--- src/spipc_defines.vh ---
// Behaviour
// - In slave mode a byte that completes while the shift buffer still holds an unread byte sets the receive overflow flag.
// - On a receive overflow the newly shifted byte is dropped and the unread byte in the shift buffer is kept.
// - The receive overflow flag is never raised in master mode.
// - The receive overflow flag stays set until software clears it and hardware never clears it.
// - With the port enable bit at 1 the clock, data-out and data-in pins belong to the port, and the slave-select pin too in mode 0100; at 0 they are plain I/O.
// - The clock idle polarity bit gives an idle-high clock at 1 and an idle-low clock at 0.
// - Mode 0101 is a slave clocked from the clock pin that ignores the slave-select pin and leaves it free.
// - Mode 0100 is a slave clocked from the clock pin whose transfers are gated by the slave-select pin.
// - Modes 0000, 0001 and 0010 are master with the bit clock at the system clock divided by 4, 16 or 64.
// - Mode 0011 is master with the bit clock at half the timer two output rate.
// - A shift buffer write while a byte is shifting is ignored and sets the write collision flag until software clears it.
// - After eight bits the byte moves into the shift buffer and the buffer full and port interrupt flags are set.
// - A software read of the shift buffer clears the buffer full flag.
// - In master mode a shift buffer write starts a full-duplex byte transfer, most significant bit first, at the chosen rate.
`ifndef SPIPC_DEFINES_VH
`define SPIPC_DEFINES_VH

// Register byte offsets
`define SPIPC_OFF_CTRL 5'h00
`define SPIPC_OFF_BUF 5'h04
`define SPIPC_OFF_STAT 5'h08
`define SPIPC_OFF_ISTAT 5'h0C
`define SPIPC_OFF_ICLR 5'h10
`define SPIPC_OFF_IEN 5'h14

// Control register fields
`define SPIPC_CTRL_WRITE_COLLISION_FLAG 7
`define SPIPC_CTRL_OVF 6
`define SPIPC_CTRL_EN 5
`define SPIPC_CTRL_CKP 4
`define SPIPC_CTRL_MODE_MSB 3
`define SPIPC_CTRL_RST 8'h00

// Status register fields
`define SPIPC_STAT_BF 0
`define SPIPC_STAT_BUSY 1

// Interrupt status fields
`define SPIPC_IRQ_BYTE 0
`define SPIPC_IRQ_WRITE_COLLISION_FLAG 1
`define SPIPC_IRQ_OVF 2
`define SPIPC_IRQ_W 3

// Mode field codes
`define SPIPC_MODE_DIV4 4'h0
`define SPIPC_MODE_DIV16 4'h1
`define SPIPC_MODE_DIV64 4'h2
`define SPIPC_MODE_TIMER_TWO 4'h3
`define SPIPC_MODE_SLV_SS 4'h4
`define SPIPC_MODE_SLV 4'h5

// Half bit periods in system clocks
`define SPIPC_HALF_DIV4 6'h02
`define SPIPC_HALF_DIV16 6'h08
`define SPIPC_HALF_DIV64 6'h20

`define SPIPC_LAST_BIT 3'h7

`endif

--- src/spipc_clkgen.v ---
`timescale 1ns/1ps
`default_nettype none
`include "spipc_defines.vh"
module spipc_clkgen (
  // Clock and reset
  input wire clk_i,
  input wire srst_i,
  // Control
  input wire run_i,
  input wire [3:0] mode_i,
  input wire timer_two_tick_i,
  // Half bit period strobe
  output wire half_tick_o
);
  reg [5:0] cnt_ff;
  reg [5:0] nxt_cnt;
  reg tick_ff;
  reg nxt_tick;
  reg [5:0] half_lim;

  always @* begin
    case (mode_i)
      `SPIPC_MODE_DIV16: half_lim = `SPIPC_HALF_DIV16;
      `SPIPC_MODE_DIV64: half_lim = `SPIPC_HALF_DIV64;
      default: half_lim = `SPIPC_HALF_DIV4;
    endcase
  end

  always @* begin
    nxt_cnt = 6'h00;
    nxt_tick = 1'b0;
    if (run_i) begin
      if (mode_i == `SPIPC_MODE_TIMER_TWO) begin
        // One timer tick per half period gives half the timer rate
        nxt_tick = timer_two_tick_i;
      end else if (cnt_ff == half_lim - 6'h01) begin
        nxt_tick = 1'b1;
      end else begin
        nxt_cnt = cnt_ff + 6'h01;
      end
    end
  end

  always @(posedge clk_i) begin
    if (srst_i) begin
      cnt_ff <= 6'h00;
      tick_ff <= 1'b0;
    end else begin
      cnt_ff <= nxt_cnt;
      tick_ff <= nxt_tick;
    end
  end

  assign half_tick_o = tick_ff & run_i;
endmodule
`default_nettype wire

--- src/spipc_edge.v ---
`timescale 1ns/1ps
`default_nettype none
module spipc_edge #(
  parameter WIDTH = 2
) (
  // Clock and reset
  input wire clk_i,
  input wire srst_i,
  // Pin levels
  input wire [WIDTH-1:0] pin_i,
  // Registered level and its previous value
  output wire [WIDTH-1:0] q_o,
  output wire [WIDTH-1:0] prev_o
);
  reg [WIDTH-1:0] q_ff;
  reg [WIDTH-1:0] prev_ff;

  // Pins are synchronous; one stage plus history for edges
  always @(posedge clk_i) begin
    if (srst_i) begin
      q_ff <= {WIDTH{1'b0}};
      prev_ff <= {WIDTH{1'b0}};
    end else begin
      q_ff <= pin_i;
      prev_ff <= q_ff;
    end
  end

  assign q_o = q_ff;
  assign prev_o = prev_ff;
endmodule
`default_nettype wire

--- src/spipc_top.v ---
`timescale 1ns/1ps
`default_nettype none
`include "spipc_defines.vh"
module spipc_top (
  // Clock and reset
  input wire clk_i,
  input wire srst_i,
  // Avalon-MM slave
  input wire [4:0] avs_address_i,
  input wire avs_read_i,
  input wire avs_write_i,
  input wire [3:0] avs_byteenable_i,
  input wire [31:0] avs_writedata_i,
  output wire [31:0] avs_readdata_o,
  output wire avs_waitrequest_o,
  // Interrupt
  output wire irq_o,
  // Timer two output strobe
  input wire timer_two_tick_i,
  // Serial clock pin
  input wire sck_i,
  output wire sck_o,
  output wire sck_oe_o,
  // Data pins
  input wire sdi_i,
  output wire sdo_o,
  output wire sdo_oe_o,
  // Slave select pin
  input wire ss_n_i,
  // Pin ownership
  output wire port_pins_owned_o,
  output wire ss_pin_used_o
);
  // Register state
  reg [7:0] ctrl_ff;
  reg [7:0] nxt_ctrl;
  reg [7:0] rx_buf_ff;
  reg [7:0] nxt_rx_buf;
  reg bf_ff;
  reg nxt_bf;
  reg [`SPIPC_IRQ_W-1:0] istat_ff;
  reg [`SPIPC_IRQ_W-1:0] nxt_istat;
  reg [`SPIPC_IRQ_W-1:0] ien_ff;
  reg [`SPIPC_IRQ_W-1:0] nxt_ien;
  reg ack_ff;
  reg [31:0] rdata_ff;
  reg [31:0] nxt_rdata;

  // Shift engine state
  reg [7:0] sr_ff;
  reg [7:0] nxt_sr;
  reg [2:0] cnt_ff;
  reg [2:0] nxt_cnt;
  reg busy_ff;
  reg nxt_busy;
  reg phase_ff;
  reg nxt_phase;
  reg sample_ff;
  reg nxt_sample;
  reg sdo_ff;
  reg nxt_sdo;

  wire [3:0] mode;
  wire port_en;
  wire clock_idle_polarity;
  wire is_master;
  wire is_slave;
  wire [1:0] pin_q;
  wire [1:0] pin_prev;
  wire half_tick;
  wire acc;
  wire wr_take;
  wire rd_take;
  wire wr_lane;
  wire buf_wr;
  wire buf_rd;
  wire slv_sel;
  wire slv_lead;
  wire slv_trail;
  wire m_lead;
  wire m_trail;
  wire lead;
  wire trail;
  wire done;
  wire [7:0] shifted;
  wire overflow;
  wire collide;

  assign mode = ctrl_ff[`SPIPC_CTRL_MODE_MSB:0];
  assign port_en = ctrl_ff[`SPIPC_CTRL_EN];
  assign clock_idle_polarity = ctrl_ff[`SPIPC_CTRL_CKP];

  function is_master_mode;
    input [3:0] m;
    begin
      is_master_mode = (m == `SPIPC_MODE_DIV4) | (m == `SPIPC_MODE_DIV16) |
        (m == `SPIPC_MODE_DIV64) | (m == `SPIPC_MODE_TIMER_TWO);
    end
  endfunction

  function is_slave_mode;
    input [3:0] m;
    begin
      is_slave_mode = (m == `SPIPC_MODE_SLV_SS) | (m == `SPIPC_MODE_SLV);
    end
  endfunction

  // Reserved codes leave the engine idle
  assign is_master = port_en & is_master_mode(mode);
  assign is_slave = port_en & is_slave_mode(mode);

  spipc_edge #(
    .WIDTH(2)
  ) u_edge (
    .clk_i(clk_i),
    .srst_i(srst_i),
    .pin_i({ss_n_i, sck_i}),
    .q_o(pin_q),
    .prev_o(pin_prev)
  );

  spipc_clkgen u_clkgen (
    .clk_i(clk_i),
    .srst_i(srst_i),
    .run_i(is_master & busy_ff),
    .mode_i(mode),
    .timer_two_tick_i(timer_two_tick_i),
    .half_tick_o(half_tick)
  );

  // Bus handshake: one wait cycle, answer on the second edge
  assign acc = avs_read_i | avs_write_i;
  assign avs_waitrequest_o = acc & ~ack_ff;
  assign wr_take = avs_write_i & ack_ff;
  assign rd_take = avs_read_i & ack_ff;
  assign wr_lane = wr_take & avs_byteenable_i[0];
  assign buf_wr = wr_lane & (avs_address_i == `SPIPC_OFF_BUF);
  assign buf_rd = rd_take & (avs_address_i == `SPIPC_OFF_BUF);

  // Slave select gates only mode 0100; mode 0101 ignores the pin
  assign slv_sel = is_slave & ((mode == `SPIPC_MODE_SLV) | ~pin_q[1]);
  assign slv_lead = slv_sel & ((pin_q[0] ^ clock_idle_polarity) & ~(pin_prev[0] ^ clock_idle_polarity));
  assign slv_trail = slv_sel & (~(pin_q[0] ^ clock_idle_polarity) & (pin_prev[0] ^ clock_idle_polarity));
  assign m_lead = is_master & busy_ff & half_tick & ~phase_ff;
  assign m_trail = is_master & busy_ff & half_tick & phase_ff;
  assign lead = m_lead | slv_lead;
  assign trail = m_trail | (slv_trail & busy_ff);
  assign shifted = {sr_ff[6:0], sample_ff};
  assign done = trail & (cnt_ff == `SPIPC_LAST_BIT);
  // Master never overflows: each byte follows a software write
  assign overflow = done & is_slave & bf_ff;
  assign collide = buf_wr & busy_ff;

  // Shift engine
  always @* begin
    nxt_sr = sr_ff;
    nxt_cnt = cnt_ff;
    nxt_busy = busy_ff;
    nxt_phase = phase_ff;
    nxt_sample = sample_ff;
    nxt_sdo = sdo_ff;
    if (!port_en) begin
      nxt_cnt = 3'h0;
      nxt_busy = 1'b0;
      nxt_phase = 1'b0;
    end else if (is_slave & (mode == `SPIPC_MODE_SLV_SS) & pin_q[1]) begin
      // Deselect aborts a partial byte
      nxt_cnt = 3'h0;
      nxt_busy = 1'b0;
      if (buf_wr) begin
        nxt_sr = avs_writedata_i[7:0];
        nxt_sdo = avs_writedata_i[7];
      end
    end else begin
      if (buf_wr & ~busy_ff) begin
        nxt_sr = avs_writedata_i[7:0];
        nxt_sdo = avs_writedata_i[7];
        nxt_cnt = 3'h0;
        nxt_phase = 1'b0;
        nxt_busy = is_master;
      end
      if (half_tick & is_master & busy_ff) begin
        nxt_phase = ~phase_ff;
      end
      if (lead) begin
        nxt_sample = sdi_i;
        nxt_busy = 1'b1;
      end
      if (trail) begin
        nxt_sr = shifted;
        nxt_sdo = sr_ff[6];
        nxt_cnt = cnt_ff + 3'h1;
        if (done) begin
          nxt_busy = 1'b0;
        end
      end
    end
  end

  // Registers and flags
  always @* begin
    nxt_ctrl = ctrl_ff;
    nxt_rx_buf = rx_buf_ff;
    nxt_bf = bf_ff;
    nxt_istat = istat_ff;
    nxt_ien = ien_ff;
    if (wr_lane & (avs_address_i == `SPIPC_OFF_CTRL)) begin
      nxt_ctrl[`SPIPC_CTRL_EN:0] = avs_writedata_i[`SPIPC_CTRL_EN:0];
      // Flags clear by writing zero, never set by software
      nxt_ctrl[`SPIPC_CTRL_WRITE_COLLISION_FLAG] = ctrl_ff[`SPIPC_CTRL_WRITE_COLLISION_FLAG] &
        avs_writedata_i[`SPIPC_CTRL_WRITE_COLLISION_FLAG];
      nxt_ctrl[`SPIPC_CTRL_OVF] = ctrl_ff[`SPIPC_CTRL_OVF] &
        avs_writedata_i[`SPIPC_CTRL_OVF];
    end
    if (wr_lane & (avs_address_i == `SPIPC_OFF_IEN)) begin
      nxt_ien = avs_writedata_i[`SPIPC_IRQ_W-1:0];
    end
    if (wr_lane & (avs_address_i == `SPIPC_OFF_ICLR)) begin
      nxt_istat = istat_ff & ~avs_writedata_i[`SPIPC_IRQ_W-1:0];
    end
    if (buf_rd) begin
      nxt_bf = 1'b0;
    end
    // Hardware sets win over software clears
    if (collide) begin
      nxt_ctrl[`SPIPC_CTRL_WRITE_COLLISION_FLAG] = 1'b1;
      nxt_istat[`SPIPC_IRQ_WRITE_COLLISION_FLAG] = 1'b1;
    end
    if (overflow) begin
      nxt_ctrl[`SPIPC_CTRL_OVF] = 1'b1;
      nxt_istat[`SPIPC_IRQ_OVF] = 1'b1;
    end else if (done) begin
      nxt_rx_buf = shifted;
      nxt_bf = 1'b1;
    end
    if (done) begin
      nxt_istat[`SPIPC_IRQ_BYTE] = 1'b1;
    end
  end

  // Read data is latched in the wait cycle and stands at the answer edge
  always @* begin
    nxt_rdata = 32'h00000000;
    case (avs_address_i)
      `SPIPC_OFF_CTRL: nxt_rdata[7:0] = ctrl_ff;
      `SPIPC_OFF_BUF: nxt_rdata[7:0] = rx_buf_ff;
      `SPIPC_OFF_STAT: begin
        nxt_rdata[`SPIPC_STAT_BF] = bf_ff;
        nxt_rdata[`SPIPC_STAT_BUSY] = busy_ff;
      end
      `SPIPC_OFF_ISTAT: nxt_rdata[`SPIPC_IRQ_W-1:0] = istat_ff;
      `SPIPC_OFF_IEN: nxt_rdata[`SPIPC_IRQ_W-1:0] = ien_ff;
      default: nxt_rdata = 32'h00000000;
    endcase
  end

  always @(posedge clk_i) begin
    if (srst_i) begin
      ctrl_ff <= `SPIPC_CTRL_RST;
      rx_buf_ff <= 8'h00;
      bf_ff <= 1'b0;
      istat_ff <= {`SPIPC_IRQ_W{1'b0}};
      ien_ff <= {`SPIPC_IRQ_W{1'b0}};
      ack_ff <= 1'b0;
      rdata_ff <= 32'h00000000;
      sr_ff <= 8'h00;
      cnt_ff <= 3'h0;
      busy_ff <= 1'b0;
      phase_ff <= 1'b0;
      sample_ff <= 1'b0;
      sdo_ff <= 1'b0;
    end else begin
      ctrl_ff <= nxt_ctrl;
      rx_buf_ff <= nxt_rx_buf;
      bf_ff <= nxt_bf;
      istat_ff <= nxt_istat;
      ien_ff <= nxt_ien;
      ack_ff <= acc & ~ack_ff;
      if (acc & ~ack_ff) begin
        rdata_ff <= nxt_rdata;
      end
      sr_ff <= nxt_sr;
      cnt_ff <= nxt_cnt;
      busy_ff <= nxt_busy;
      phase_ff <= nxt_phase;
      sample_ff <= nxt_sample;
      sdo_ff <= nxt_sdo;
    end
  end

  assign avs_readdata_o = rdata_ff;
  assign irq_o = |(istat_ff & ien_ff);

  // Pins go to the port only while enabled
  assign port_pins_owned_o = port_en;
  assign ss_pin_used_o = port_en & (mode == `SPIPC_MODE_SLV_SS);
  assign sck_o = clock_idle_polarity ^ phase_ff;
  assign sck_oe_o = is_master;
  assign sdo_o = sdo_ff;
  // Deselected slave floats its data line
  assign sdo_oe_o = is_master | slv_sel;
endmodule
`default_nettype wire

--- config.mk ---
export PLATFORM = sky130hd
export DESIGN_NAME = spipc_top
export DESIGN_NICKNAME = d
export VERILOG_FILES = /design/src/spipc_clkgen.v /design/src/spipc_edge.v /design/src/spipc_top.v
export VERILOG_INCLUDE_DIRS = /design/src /design/src/src
export SDC_FILE = /design/constraint.sdc
export NUM_CORES = 1
export LEC_CHECK = 0
export ABC_AREA = 1
export BUFFER_PORTS_ARGS = -buffer_cell sky130_fd_sc_hd__buf_4
export CORE_MARGIN = 2
export CORE_UTILIZATION = 30
export CTS_CLUSTER_DIAMETER = 200
export DETAILED_ROUTE_END_ITERATION = 7
export GPL_ROUTABILITY_DRIVEN = 0
export HOLD_SLACK_MARGIN = 0.15
export PLACE_DENSITY = 0.59
export REMOVE_ABC_BUFFERS = 1
export SLEW_MARGIN = 20
export SYNTH_ARGS = -nofsm -noshare
export SYNTH_HDL_FRONTEND = slang
export SYNTH_HIERARCHICAL = 1
export SYNTH_SLANG_ARGS = --single-unit
export TNS_END_PERCENT = 10
--- constraint.sdc ---
create_clock -name clk_i -period 1.9 [get_ports clk_i]
set_input_delay 0.19 -clock clk_i [delete_from_list [all_inputs] [get_ports clk_i]]
set_output_delay 0.19 -clock clk_i [all_outputs]
set_load 0.1 [all_outputs]
### After elaboration in Yosys (flattened, before gate mapping)

Cells that the tools add are included.

| operators by class | value |
|---|---|
| add/subtract/negate cells | 3 |
| equality and inequality tests | 13 |
| muxes and demuxes | 32 |
| reduce and logical (&&, ||, !) cells | 19 |
| bitwise operators | 59 |

Operators by type and width:

| kind | count |
|---|---|
| AND 1 bit | 34 |
| two-way mux 7 bit | 4 |
| two-way mux 1 bit | 20 |
| nonzero test 2 bit | 7 |
| one-hot mux 6 bit (2 select lines) | 1 |
| equality test 5 x 4 -> 1 bit (second input constant) | 2 |
| equality test 5 bit (second input constant) | 2 |
| NOT 1 bit | 10 |
| one-hot mux 2 bit (5 select lines) | 1 |
| one-hot mux 5 bit (2 select lines) | 1 |
| two-way mux 3 bit | 3 |
| OR 1 bit | 9 |
| equality test 4 x 2 -> 1 bit (second input constant) | 2 |
| equality test 4 x 3 -> 1 bit (second input constant) | 2 |
| two-way mux 8 bit | 1 |
| adder 6 x 1 -> 6 bit (second input constant) | 1 |
| AND 3 bit | 2 |
| equality test 6 bit | 1 |
| AND reduction 3 bit | 2 |
| OR reduction 3 bit | 2 |
| subtractor 6 x 1 -> 6 bit (second input constant) | 1 |
| equality test 5 x 3 -> 1 bit (second input constant) | 1 |
| logical NOT 5 bit | 1 |
| equality test 4 x 1 -> 1 bit (second input constant) | 1 |
| 11 further kinds | 15 |

| word-level totals | value |
|---|---|
| word-level logic and storage cells | 147 |
| output and inout bits | 40 |
| register bits | 56 |
| input bits | 49 |

### Longest topological paths before layout

Gate-level depths: netlist of the first run.

| logic depth | value |
|---|---|
| depth in word-level cells | 15 |
| mapped depth | 14 |
| gate-level depth less buffers | 14 |

### Cells and area by module

The synthesis of the first run kept the hierarchy.

Modules (own cells, without submodules):

| module | seq. area each (µm²) | times used | area an instance (µm²) | cells an instance |
|---|---|---|---|---|
| spipc_top | 920.9 | 1 | 2472.4 | 361 |
| spipc_clkgen | 140.1 | 1 | 367.9 | 52 |
| spipc_edge | 80.1 | 1 | 110.1 | 12 |

### Least setup slack after synthesis of the first run

No wires, ideal clock.

| timing | value |
|---|---|
| path type | register -> output |
| start | register ctrl_ff[5] |
| end | output sdo_oe_o |
| cell stages (with the launch flop) | 5 |
| arrival | 3.483 ns |
| buffers on the path | 0 |
| setup slack | -1.773 ns |
| data required time | 1.710 ns |
| path through | dfxtp_1 > inv_2 > nor2_4 > nand2_2 > o21ai_0 |

| between the ends | value |
|---|---|
| cells in the longest elaborated chain, start to end | 3 |
| elaborated cells on any way between the ends | 4 |
| those cells by class | 4 x bitwise |

RTL lines:

| item | line | RTL |
|---|---|---|
| from (decl) | spipc_top.v:35 | `reg [7:0] ctrl_ff;` |
| from (signal assigned) | spipc_top.v:259 | `` ctrl_ff <= `SPIPC_CTRL_RST; `` |
| from (signal assigned) | spipc_top.v:273 | `ctrl_ff <= nxt_ctrl;` |
| AND 1 bit | spipc_top.v:110 | `assign is_slave = port_en & is_slave_mode(mode);` |
| AND 1 bit | spipc_top.v:141 | `` assign slv_sel = is_slave & ((mode == `SPIPC_MODE_SLV) \| ~pin_q[1]); `` |
| OR 1 bit * | spipc_top.v:301 | `assign sdo_oe_o = is_master \| slv_sel;` |
| to (decl) | spipc_top.v:27 | `output wire sdo_oe_o,` |

Every way passes the cells marked *; elsewhere a longest branch is shown, timed or not.

### Final worst setup path of the first run

| timing | value |
|---|---|
| start | register ctrl_ff[2] |
| end | output sdo_oe_o |

| between the ends | value |
|---|---|
| cells in the longest elaborated chain, start to end | 6 |
| elaborated cells on any way between the ends | 15 |
| those cells by class | 5 x eq/ne; 9 x bitwise; 1 x reduce/logical |

RTL lines:

| item | line | RTL |
|---|---|---|
| equality test 4 x 1 -> 1 bit / logical NOT 4 bit (equally long branches) | n/a |  |
| OR 1 bit (3 in series) | spipc_top.v:96 | `` is_master_mode = (m == `SPIPC_MODE_DIV4) \| (m == `SPIPC_MODE_DIV16) \| `` |
| AND 1 bit | spipc_top.v:109 | `assign is_master = port_en & is_master_mode(mode);` |
| OR 1 bit * | spipc_top.v:301 |  |

Marked as above.

==> results of run 1 <==
area by class of cell:
class	instances	area [um^2]	share of cell area
repair buffers	51	397	0.116
flip-flops and latches	56	1120	0.329
inverters	58	218	0.0638
clock inverters	2	12.5	0.00367
well taps	133	166	0.0488
multi-input cells	298	1430	0.419
clock buffers	5	68.8	0.0202
stage by stage:
step | cells | util | setup TNS (ns) | hold WS (ns)
after global placement | 593 | 0.343 | 0 | 0.404
after detailed placement | 593 | 0.343 | 0 | 0.403
after global routing | 603 | 0.356 | -0.0803 | 0.167
after CTS | 603 | 0.355 | 0 | 0.167
after floorplan | 412 | - | -42.83 | 0.259
final | 603 | 0.356 | 0 | 0.166
report_power, final:
| group | internal [uW] | switching [uW] | total [uW] |
|---|---|---|---|
| logic | 76.4 | 392 | 468 |
| registers | 1190 | 9.05 | 1200 |
| clock network | 251 | 392 | 643 |
| total | 1520 | 793 | 2310 |
worst max-delay path by stage:
stage,end,start,slack [ns],cells after the start
floorplan,sdo_oe_o,ctrl_ff[5]$_SDFFE_PP0P_,-1.77,4
global placement,sdo_o$_SDFFE_PP0P_,ctrl_ff[3]$_SDFFE_PP0P_,0.18,14
detailed placement,sdo_o$_SDFFE_PP0P_,ctrl_ff[3]$_SDFFE_PP0P_,0.17,14
CTS,sdo_oe_o,ctrl_ff[2]$_SDFFE_PP0P_,0.008,5
global route,sdo_o$_SDFFE_PP0P_,ctrl_ff[3]$_SDFFE_PP0P_,-0.04,14
finish,sdo_oe_o,ctrl_ff[2]$_SDFFE_PP0P_,0.11,5
critical path, stage by stage (launching register included):
cell and delay, ns:
dfxtp_1 0.43, inv_1 0.12, nor2_2 0.15, nand2_2 0.11, o21ai_1 0.20, clkbuf_8 0.28
layer usage:
metal | wire, um | share of wire | vias to the layer above
met5 | 0 | 0 | -
met4 | 86 | 0.013 | 0
met3 | 297 | 0.044 | 6
met2 | 3210 | 0.47 | 55
met1 | 3200 | 0.47 | 1160
li1 | - | - | 1372
state kept, by name, indices dropped and copies added (netlist names), 2 cells and up:
name and count:
avs_readdata_o 8, ctrl_ff 8, rx_buf_ff 8, sr_ff 7
u_clkgen/cnt_ff 6, cnt_ff 3, ien_ff 3, istat_ff 3
u_edge/q_o 2
what timing repair did:
item / 4_1_cts / 5_1_grt
setup endpoints to repair: 1 / 9
gates resized for setup: 1 / 4
hold endpoints to repair: 3 / 0
hold buffers: 3 / 0
==> metrics.csv, run 1 <==
metric,value,unit
# Max-Cap Violations,0,
Reg-to-Reg End,sdo_o$_SDFFE_PP0P_,
wire per inst,11.3,um
later-pin clock latency in the skew report,0.31,ns
P_leak,0.00161,uW
First-pass DRT Iterations,4,
Syn Inst Count,422,
critical path peak fanout,3,
final period utilization,0.944,
min-delay src,avs_writedata_i[3],
"Slew Viols, Final",0,
Final min period,1.79,ns
final net count,522,
total CTS buffers,5,
RSZ-0062 raised after global routing,yes,
Max Clock Freq,557,MHz
Tot Pwr,2310,uW
GR Util All Layers,0.134,
clock net sink count,56,
met3 Usage GRT,0.0231,
filler cell count,1035,
die area,10500,um^2
final setup vio count,0,
largest net degree at the start of global routing,18,
initial antenna violation count,0,
WS Path Type,reg2out,
DRC errors left,0,
die width,103,um
worst clock skew,0.0101,ns
worst r2r path cells,14,
share of cells above drive strength 1,0.174,
Final Cell Area,3410,um^2
vias post-DR,2593,
# port buffers,37,
global-route wire length before repair,11000,um
post-place setup slack,0.165,ns
I/O Pins,89,
Max VDD drop,0.309,mV
DRT iter0 DRCs,90,
clock slew at reported path FFs,0.10,ns
critical path arrival,1.60,ns
Bufs on Longest Clock Path,2,
Ys Warns,6,
vias in the first global route,2360,
Hold Path End,ctrl_ff[3]$_SDFFE_PP0P_,
H-tree depth,2,
DP Area,3290,um^2
Worst setup EP type,primary output,
clk root buf,clkbuf_8,
worst reg2reg setup slack,0.18,ns
GRT met2 Usage,0.235,
Vias per Instance,4.30,
CP Launch Type,flop,
endpoints failing hold,0,
Hold WC Path Type,in2reg,
# diodes,0,
Worst Path Required,1.71,ns
area delta synth->final,16.7,%
Power Density,678,nW/um^2
core area,9590,um^2
Most Crowded Layer GR,met2,
row count,36,
CTS tree,built,
Post-DP HPWL,5350,um
worst reg2reg path startpoint,ctrl_ff[3]$_SDFFE_PP0P_,
remaining global-route overflow,0,
setup slack after layout,0.106,ns
"most common cell after layout, fill and taps aside",nand2_1,
met1 Usage GRT,0.166,
Post-DRT Antenna Nets,0,
postcts setup bufs,0,
hold path cells,3,
die height,103,um
run status,"complete, no violations",
Starting Density,0.305,
Syn Area/Cell,6.93,um^2
most frequent cells in the layout,"nand2_1 (85), nor2_1 (64), dfxtp_1 (56)",
WL final,6790,um
Synth Cell Area,2920,um^2
No activity file was read; power rests on OpenSTA's default activity.
==> run 2, diff against run 1 <==
- clock period: 1.9 -> 1.7 ns (I/O delays scaled with it)
==> run 2 against run 1 <==
Compared with the run above:
- critical path depth is 9 higher
- sequential share of layout area is 2.0 points lower
- via count is 4.6% higher
- global-route usage is 0.37 points higher
- clock-buffer cell count stayed put
- non-clock buffer count is 15 higher
- clock skew is 0.0058 ns higher
- sequential cell count stayed put
- first-iteration DRC count is 64% higher
- clock power is 19% higher
- final cell count is 2.8% higher
==> metrics.csv, run 2 (same netlist as run 1, synthesis figures left out) <==
metric,value,unit,change
Post-DP HPWL,5520,um,was 5350 um
Post-DRT Antenna Nets,0,,unchanged
Power Density,727,nW/um^2,was 678 nW/um^2
Vias per Instance,4.37,,was 4.30
RSZ-0062 raised after global routing,yes,,unchanged
DRT iter0 DRCs,148,,was 90
Max-slew headroom,0.647,,
clk root buf,clkbuf_8,,unchanged
final net count,538,,was 522
share of cells above drive strength 1,0.230,,was 0.174
# port buffers,37,,unchanged
DP Area,3370,um^2,was 3290 um^2
First-pass DRT Iterations,4,,unchanged
Int Pwr,1720,uW,was 1520 uW
I/O Pins,89,,unchanged
total CTS buffers,5,,unchanged
global-route wire length before repair,11300,um,was 11000 um
vias post-DR,2712,,was 2593
largest net degree at the start of global routing,26,,was 18
clock slew at reported path FFs,0.11,ns,was 0.10 ns
final period utilization,0.992,,
Layout Cells excl Fill,620,,was 603
run status,"complete, no violations",,unchanged
row count,36,,unchanged
Util after Layout,0.379,,was 0.356
Final Cell Area,3640,um^2,was 3410 um^2
"Slew Viols, Final",0,,unchanged
"Slowest-stage cell, CP",dfxtp_2,,was dfxtp_1
WS Path Type,reg2reg,,was reg2out
setup slack after layout,0.0136,ns,was 0.106 ns
Final min period,1.69,ns,
most frequent CP cell,inv_2,,
CP Launch Type,flop,,unchanged
post-place setup slack,-0.0474,ns,was 0.165 ns
die height,103,um,unchanged
critical path arrival,1.91,ns,was 1.60 ns
dpl cells,602,,was 593
Worst setup EP type,flop,,was primary output
Psw,923,uW,was 793 uW
CTS tree,built,,unchanged
CP Cell Sequence,inv_2 > nand2_2 > nor2_4 > inv_2 > nor2_4 > nand2_2 > inv_2 > nand4_4 > nand2_4 > clkinvlp_4 > nand2_1 > nand2_1 > nor2_2 > nor2_1,,was inv_1 > nor2_2 > nand2_2 > o21ai_1 > clkbuf_8
P_leak,0.00173,uW,was 0.00161 uW
final setup vio count,0,,unchanged
critical path's largest stage delay,0.34,ns,was 0.43 ns
DRC errors left,0,,unchanged
sequential power share,0.507,,was 0.519
initial antenna violation count,0,,unchanged
critical path peak fanout,6,,was 3
area delta synth->final,24.5,%,was 16.7%
Worst Path Required,1.92,ns,was 1.71 ns
later-pin clock latency in the skew report,0.32,ns,was 0.31 ns
# diodes,0,,unchanged
worst clock skew,0.0159,ns,was 0.0101 ns
H-tree depth,2,,unchanged
endpoints failing hold,0,,unchanged
most frequent cells in the layout,"nand2_1 (80), nor2_1 (59), buf_4 (56)",,"was nand2_1 (85), nor2_1 (64), dfxtp_1 (56)"
die area,10500,um^2,unchanged
Max Clock Freq,593,MHz,
vias in the first global route,2479,,was 2360
GR Util All Layers,0.137,,was 0.134
setup_tns,0,ns,unchanged
core area,9590,um^2,unchanged
combinational fraction of design power,0.203,,about the same
Hold WC Path Type,in2reg,,unchanged
"most common cell after layout, fill and taps aside",nand2_1,,unchanged
Starting Density,0.305,,unchanged
Net Sw Frac,0.349,,was 0.343
die width,103,um,unchanged
clock net sink count,56,,unchanged
# Max-Cap Violations,0,,unchanged
Bufs on Longest Clock Path,2,,unchanged
Clk pwr share,0.290,,was 0.278
measured slew at the worst slew-check pin,0.525,ns,
wire per inst,11.8,um,was 11.3 um
WL final,7340,um,was 6790 um
Max VDD drop,0.289,mV,was 0.309 mV
remaining global-route overflow,0,,unchanged
[run 2: changes by cell type in the layout (fill, tap and decap cells not counted), sizes merged]
| cell | change |
|---|---|
| clkbuf | -1 |
| nand2 | +1 |
| clkinv | +1 |
| dlygate4sd3 | +3 |
| buf | +13 |
[run 2: path summary, 6_finish.rpt]
kind                                               start                          end  slack [ns]  depth (start not counted)
worst max-delay path             ctrl_ff[3]$_SDFFE_PP0P_           sdo_o$_SDFFE_PP0P_        0.01                         14
worst min-delay path                  avs_writedata_i[2]       ien_ff[2]$_SDFFE_PP0P_        0.15                          3
worst max register to register   ctrl_ff[3]$_SDFFE_PP0P_           sdo_o$_SDFFE_PP0P_        0.01                         14
worst min register to register  u_edge/q_o[0]$_SDFF_PP0_  u_edge/prev_o[0]$_SDFF_PP0_        0.46                          2
[run 2: power groups by stage]
stage / Clock [uW] / Combinational, uW / Sequential (uW)
floorplan: 0 / 320 / 1470
global placement: 0 / 520 / 1370
detailed placement: 0 / 522 / 1370
CTS: 796 / 535 / 1340
global route: 839 / 566 / 1340
finish: 768 / 536 / 1340
[run 2: stage by stage]
step                hold WS, ns  power (uW)
floorplan                 0.239        1790
global placement          0.382        1890
detailed placement        0.379        1890
CTS                       0.151        2670
global route              0.150        2750
finish                    0.151        2650
[run 2: per-layer routing]
metal / track usage / up-vias / share of wire
met5: 0 / - / 0
met4: 0.0441 / 0 / 0.014
met3: 0.0197 / 8 / 0.038
met2: 0.243 / 60 / 0.50
met1: 0.172 / 1237 / 0.45
li1: - / 1407 / -
[run 2: final cells by class]
class | instances | area, um^2
fillers | 997 | 5960
inverters | 58 | 221
well taps | 133 | 166
multi-input cells | 299 | 1500
clock buffers | 5 | 68.8
clock inverters | 3 | 22.5
repair buffers | 66 | 534
flip-flops and latches | 56 | 1120
[run 2: repair_timing]
item,CTS,global route
gates cloned,0,1
endpoints found under the hold margin,10,0
buffers inserted,0,3
hold buffers,6,0
endpoints found under the setup margin,8,25
gates resized for setup,5,25
pin swaps,0,14
[run 2: critical path, delay by kind of cell, from the launching register on]
kind	cells	cell delay, ns
simple gates	10	0.90
buf+inv	4	0.35
flops	1	0.34
==> run 3, diff against run 2 <==
- CORE_UTILIZATION: 30 -> 51
- PLACE_DENSITY: 0.59 -> 0.87
==> run 3 against run 2 <==
Compared with the run above:
- the run now ends with setup timing left
- clock skew fell by 0.0096 ns
- register-to-register slack got worse by 0.09 ns
- core utilization grew 26 points
- largest power group unchanged
- highest routed layer unchanged
==> metrics.csv, run 3 (same netlist as run 1, synthesis figures left out) <==
metric,value,unit,change
Crit path buffers/inverters,3,,was 4
core area,5510,um^2,was 9590 um^2
"Slowest-stage cell, CP",dfxtp_1,,was dfxtp_2
initial antenna violation count,0,,unchanged
die height,79.7,um,was 103 um
Net Sw Frac,0.345,,was 0.349
combinational fraction of design power,0.207,,was 0.203
total CTS buffers,5,,unchanged
share of cells above drive strength 1,0.216,,was 0.230
"most common cell after layout, fill and taps aside",nand2_1,,unchanged
dpl cells,539,,was 602
Bufs on Longest Clock Path,2,,unchanged
largest net degree at the start of global routing,28,,was 26
RSZ-0062 raised after global routing,yes,,unchanged
min-delay src,avs_writedata_i[3],,was avs_writedata_i[2]
Starting Density,0.531,,was 0.305
GR Util All Layers,0.232,,was 0.137
CP Launch Type,flop,,unchanged
final net count,538,,unchanged
Max VDD drop,0.492,mV,was 0.289 mV
worst reg2reg setup slack,-0.08,ns,was 0.01 ns
WL final,7280,um,was 7340 um
Hold Path End,ctrl_ff[3]$_SDFFE_PP0P_,,was ien_ff[2]$_SDFFE_PP0P_
worst clock skew,0.00630,ns,was 0.0159 ns
# port buffers,37,,unchanged
DRC errors left,0,,unchanged
Hold WC Path Type,in2reg,,unchanged
setup slack after layout,-0.0767,ns,was 0.0136 ns
Post-DP HPWL,5140,um,was 5520 um
critical path's largest stage delay,0.42,ns,was 0.34 ns
die area,6350,um^2,was 10500 um^2
critical path peak fanout,6,,unchanged
later-pin clock latency in the skew report,0.32,ns,about the same
die width,79.7,um,was 103 um
FF/Latch Area,1120,um^2,unchanged
vias post-DR,2852,,was 2712
sequential power share,0.512,,was 0.507
# diodes,0,,unchanged
Levels on crit path,11,,was 14
clock slew at reported path FFs,0.10,ns,was 0.11 ns
row count,27,,was 36
Post-DRT Antenna Nets,0,,unchanged
clock net sink count,56,,unchanged
P_leak,0.00171,uW,was 0.00173 uW
Layout Cells excl Fill,559,,was 620
hold path cells,3,,unchanged
run status,"complete, but fails checks",,"was complete, no violations"
CP Cell Sequence,inv_1 > nor2_2 > nand2_2 > nor2_2 > nand2_2 > nand2_4 > buf_2 > buf_4 > nor2_4 > a21oi_1 > nor2_1,,was inv_2 > nand2_2 > nor2_4 > inv_2 > nor2_4 > nand2_2 > inv_2 > nand4_4 > nand2_4 > clkinvlp_4 > nand2_1 > nand2_1 > nor2_2 > nor2_1
setup_tns,-0.320,ns,was 0 ns
Power Density,742,nW/um^2,was 727 nW/um^2
area delta synth->final,20.8,%,was 24.5%
wire per inst,13.0,um,was 11.8 um
# Max-Cap Violations,0,,unchanged
endpoints failing hold,0,,unchanged
Final min period,1.78,ns,was 1.69 ns
vias in the first global route,2742,,was 2479
remaining global-route overflow,0,,unchanged
Worst setup EP type,flop,,unchanged
filler cell count,454,,was 997
Max-slew headroom,0.655,,was 0.647
CTS tree,built,,unchanged
First-pass DRT Iterations,4,,unchanged
WS Path Type,reg2reg,,unchanged
clk root buf,clkbuf_8,,unchanged
cell family with most CP delay,simple AND/OR/NAND/NOR gates,,unchanged
final period utilization,1.05,,was 0.992
I/O Pins,89,,unchanged
H-tree depth,2,,unchanged
Max Clock Freq,563,MHz,was 593 MHz
worst r2r path cells,11,,was 14
Worst Path Required,1.91,ns,was 1.92 ns
"Slew Viols, Final",0,,unchanged
failing checks,setup timing,,
Clk pwr share,0.281,,was 0.290
final setup vio count,9,,was 0
critical path arrival,1.99,ns,was 1.91 ns
worst reg2reg path startpoint,ctrl_ff[2]$_SDFFE_PP0P_,,was ctrl_ff[3]$_SDFFE_PP0P_
Int Pwr,1720,uW,about the same
Reg-to-Reg End,cnt_ff[0]$_SDFFE_PP0P_,,was sdo_o$_SDFFE_PP0P_
area of the multi-input gates,1470,um^2,was 1500 um^2
most frequent cells in the layout,"nand2_1 (83), nor2_1 (60), buf_4 (55)",,"was nand2_1 (80), nor2_1 (59), buf_4 (56)"
Vias per Instance,5.10,,was 4.37
global-route wire length before repair,11700,um,was 11300 um
Psw,903,uW,was 923 uW
DRT iter0 DRCs,252,,was 148
measured slew at the worst slew-check pin,0.513,ns,was 0.525 ns
[run 3: changes by cell type in the layout (fill, tap and decap cells not counted), sizes merged]
cell / delta
dlygate4sd3: +2
buf: -1
inv: -1
clkinv: +1
nand2: -1
[run 3: area by class of cell]
type	instances	share of cell area
clock buffers	5	0.0195
multi-input cells	298	0.415
repair buffers	67	0.153
inverters	58	0.0627
flip-flops and latches	56	0.318
well taps	72	0.0255
clock inverters	3	0.00532
[run 3: routing by layer]
metal  track usage  up-vias  wire length, um
met3        0.0362       23              459
met5             0        -                0
met2         0.426      113             3690
met1         0.270     1315             2920
met4        0.0862        0              208
li1              -     1401                -
[run 3: worst reg2reg max path, stage by stage (launching register included)]
cell and delay [ns]:
dfxtp_1 0.42, inv_1 0.10, nor2_2 0.16, nand2_2 0.12, nor2_2 0.14, nand2_2 0.10
nand2_4 0.13, buf_2 0.17, buf_4 0.13, nor2_4 0.04, a21oi_1 0.12, nor2_1 0.05
[run 3: power groups by stage]
stage               combinational [uW]  clock [uW]  sequential (uW)
floorplan                          320           0             1470
global placement                   514           0             1370
detailed placement                 519           0             1370
CTS                                534         733             1340
global route                       565         781             1340
finish                             542         736             1340
[run 3: worst max-delay path by stage]
stage	startpoint	end	slack, ns
after floorplan	ctrl_ff[5]$_SDFFE_PP0P_	sdo_oe_o	-1.95
after global placement	ctrl_ff[3]$_SDFFE_PP0P_	sdo_o$_SDFFE_PP0P_	0.03
after detailed placement	ctrl_ff[3]$_SDFFE_PP0P_	sdo_o$_SDFFE_PP0P_	-0.04
after CTS	ctrl_ff[3]$_SDFFE_PP0P_	cnt_ff[0]$_SDFFE_PP0P_	-0.04
after global routing	ctrl_ff[2]$_SDFFE_PP0P_	sdo_o$_SDFFE_PP0P_	-0.19
final	ctrl_ff[2]$_SDFFE_PP0P_	cnt_ff[0]$_SDFFE_PP0P_	-0.08
[run 3: metrics by stage]
step            util  power [uW]  hold slack, ns  area [um^2]  setup WS (ns)
5_1_grt        0.641        2690           0.168         3530         -0.187
2_1_floorplan      -        1790           0.239         2760          -1.95
3_5_place_dp   0.595        1890           0.380         3280        -0.0372
4_1_cts        0.631        2610           0.155         3470        -0.0424
6_report       0.641        2620           0.150         3530        -0.0767
3_3_place_gp   0.595        1880           0.369         3280         0.0317
[run 3: timing repair]
action / CTS / global route
pin swaps: 5 / 11
endpoints found under the hold margin: 10 / 0
hold buffers: 8 / 0
cloned: 0 / 0
gates resized for setup: 8 / 14
endpoints found under the setup margin: 14 / 27
buffers inserted: 2 / 2
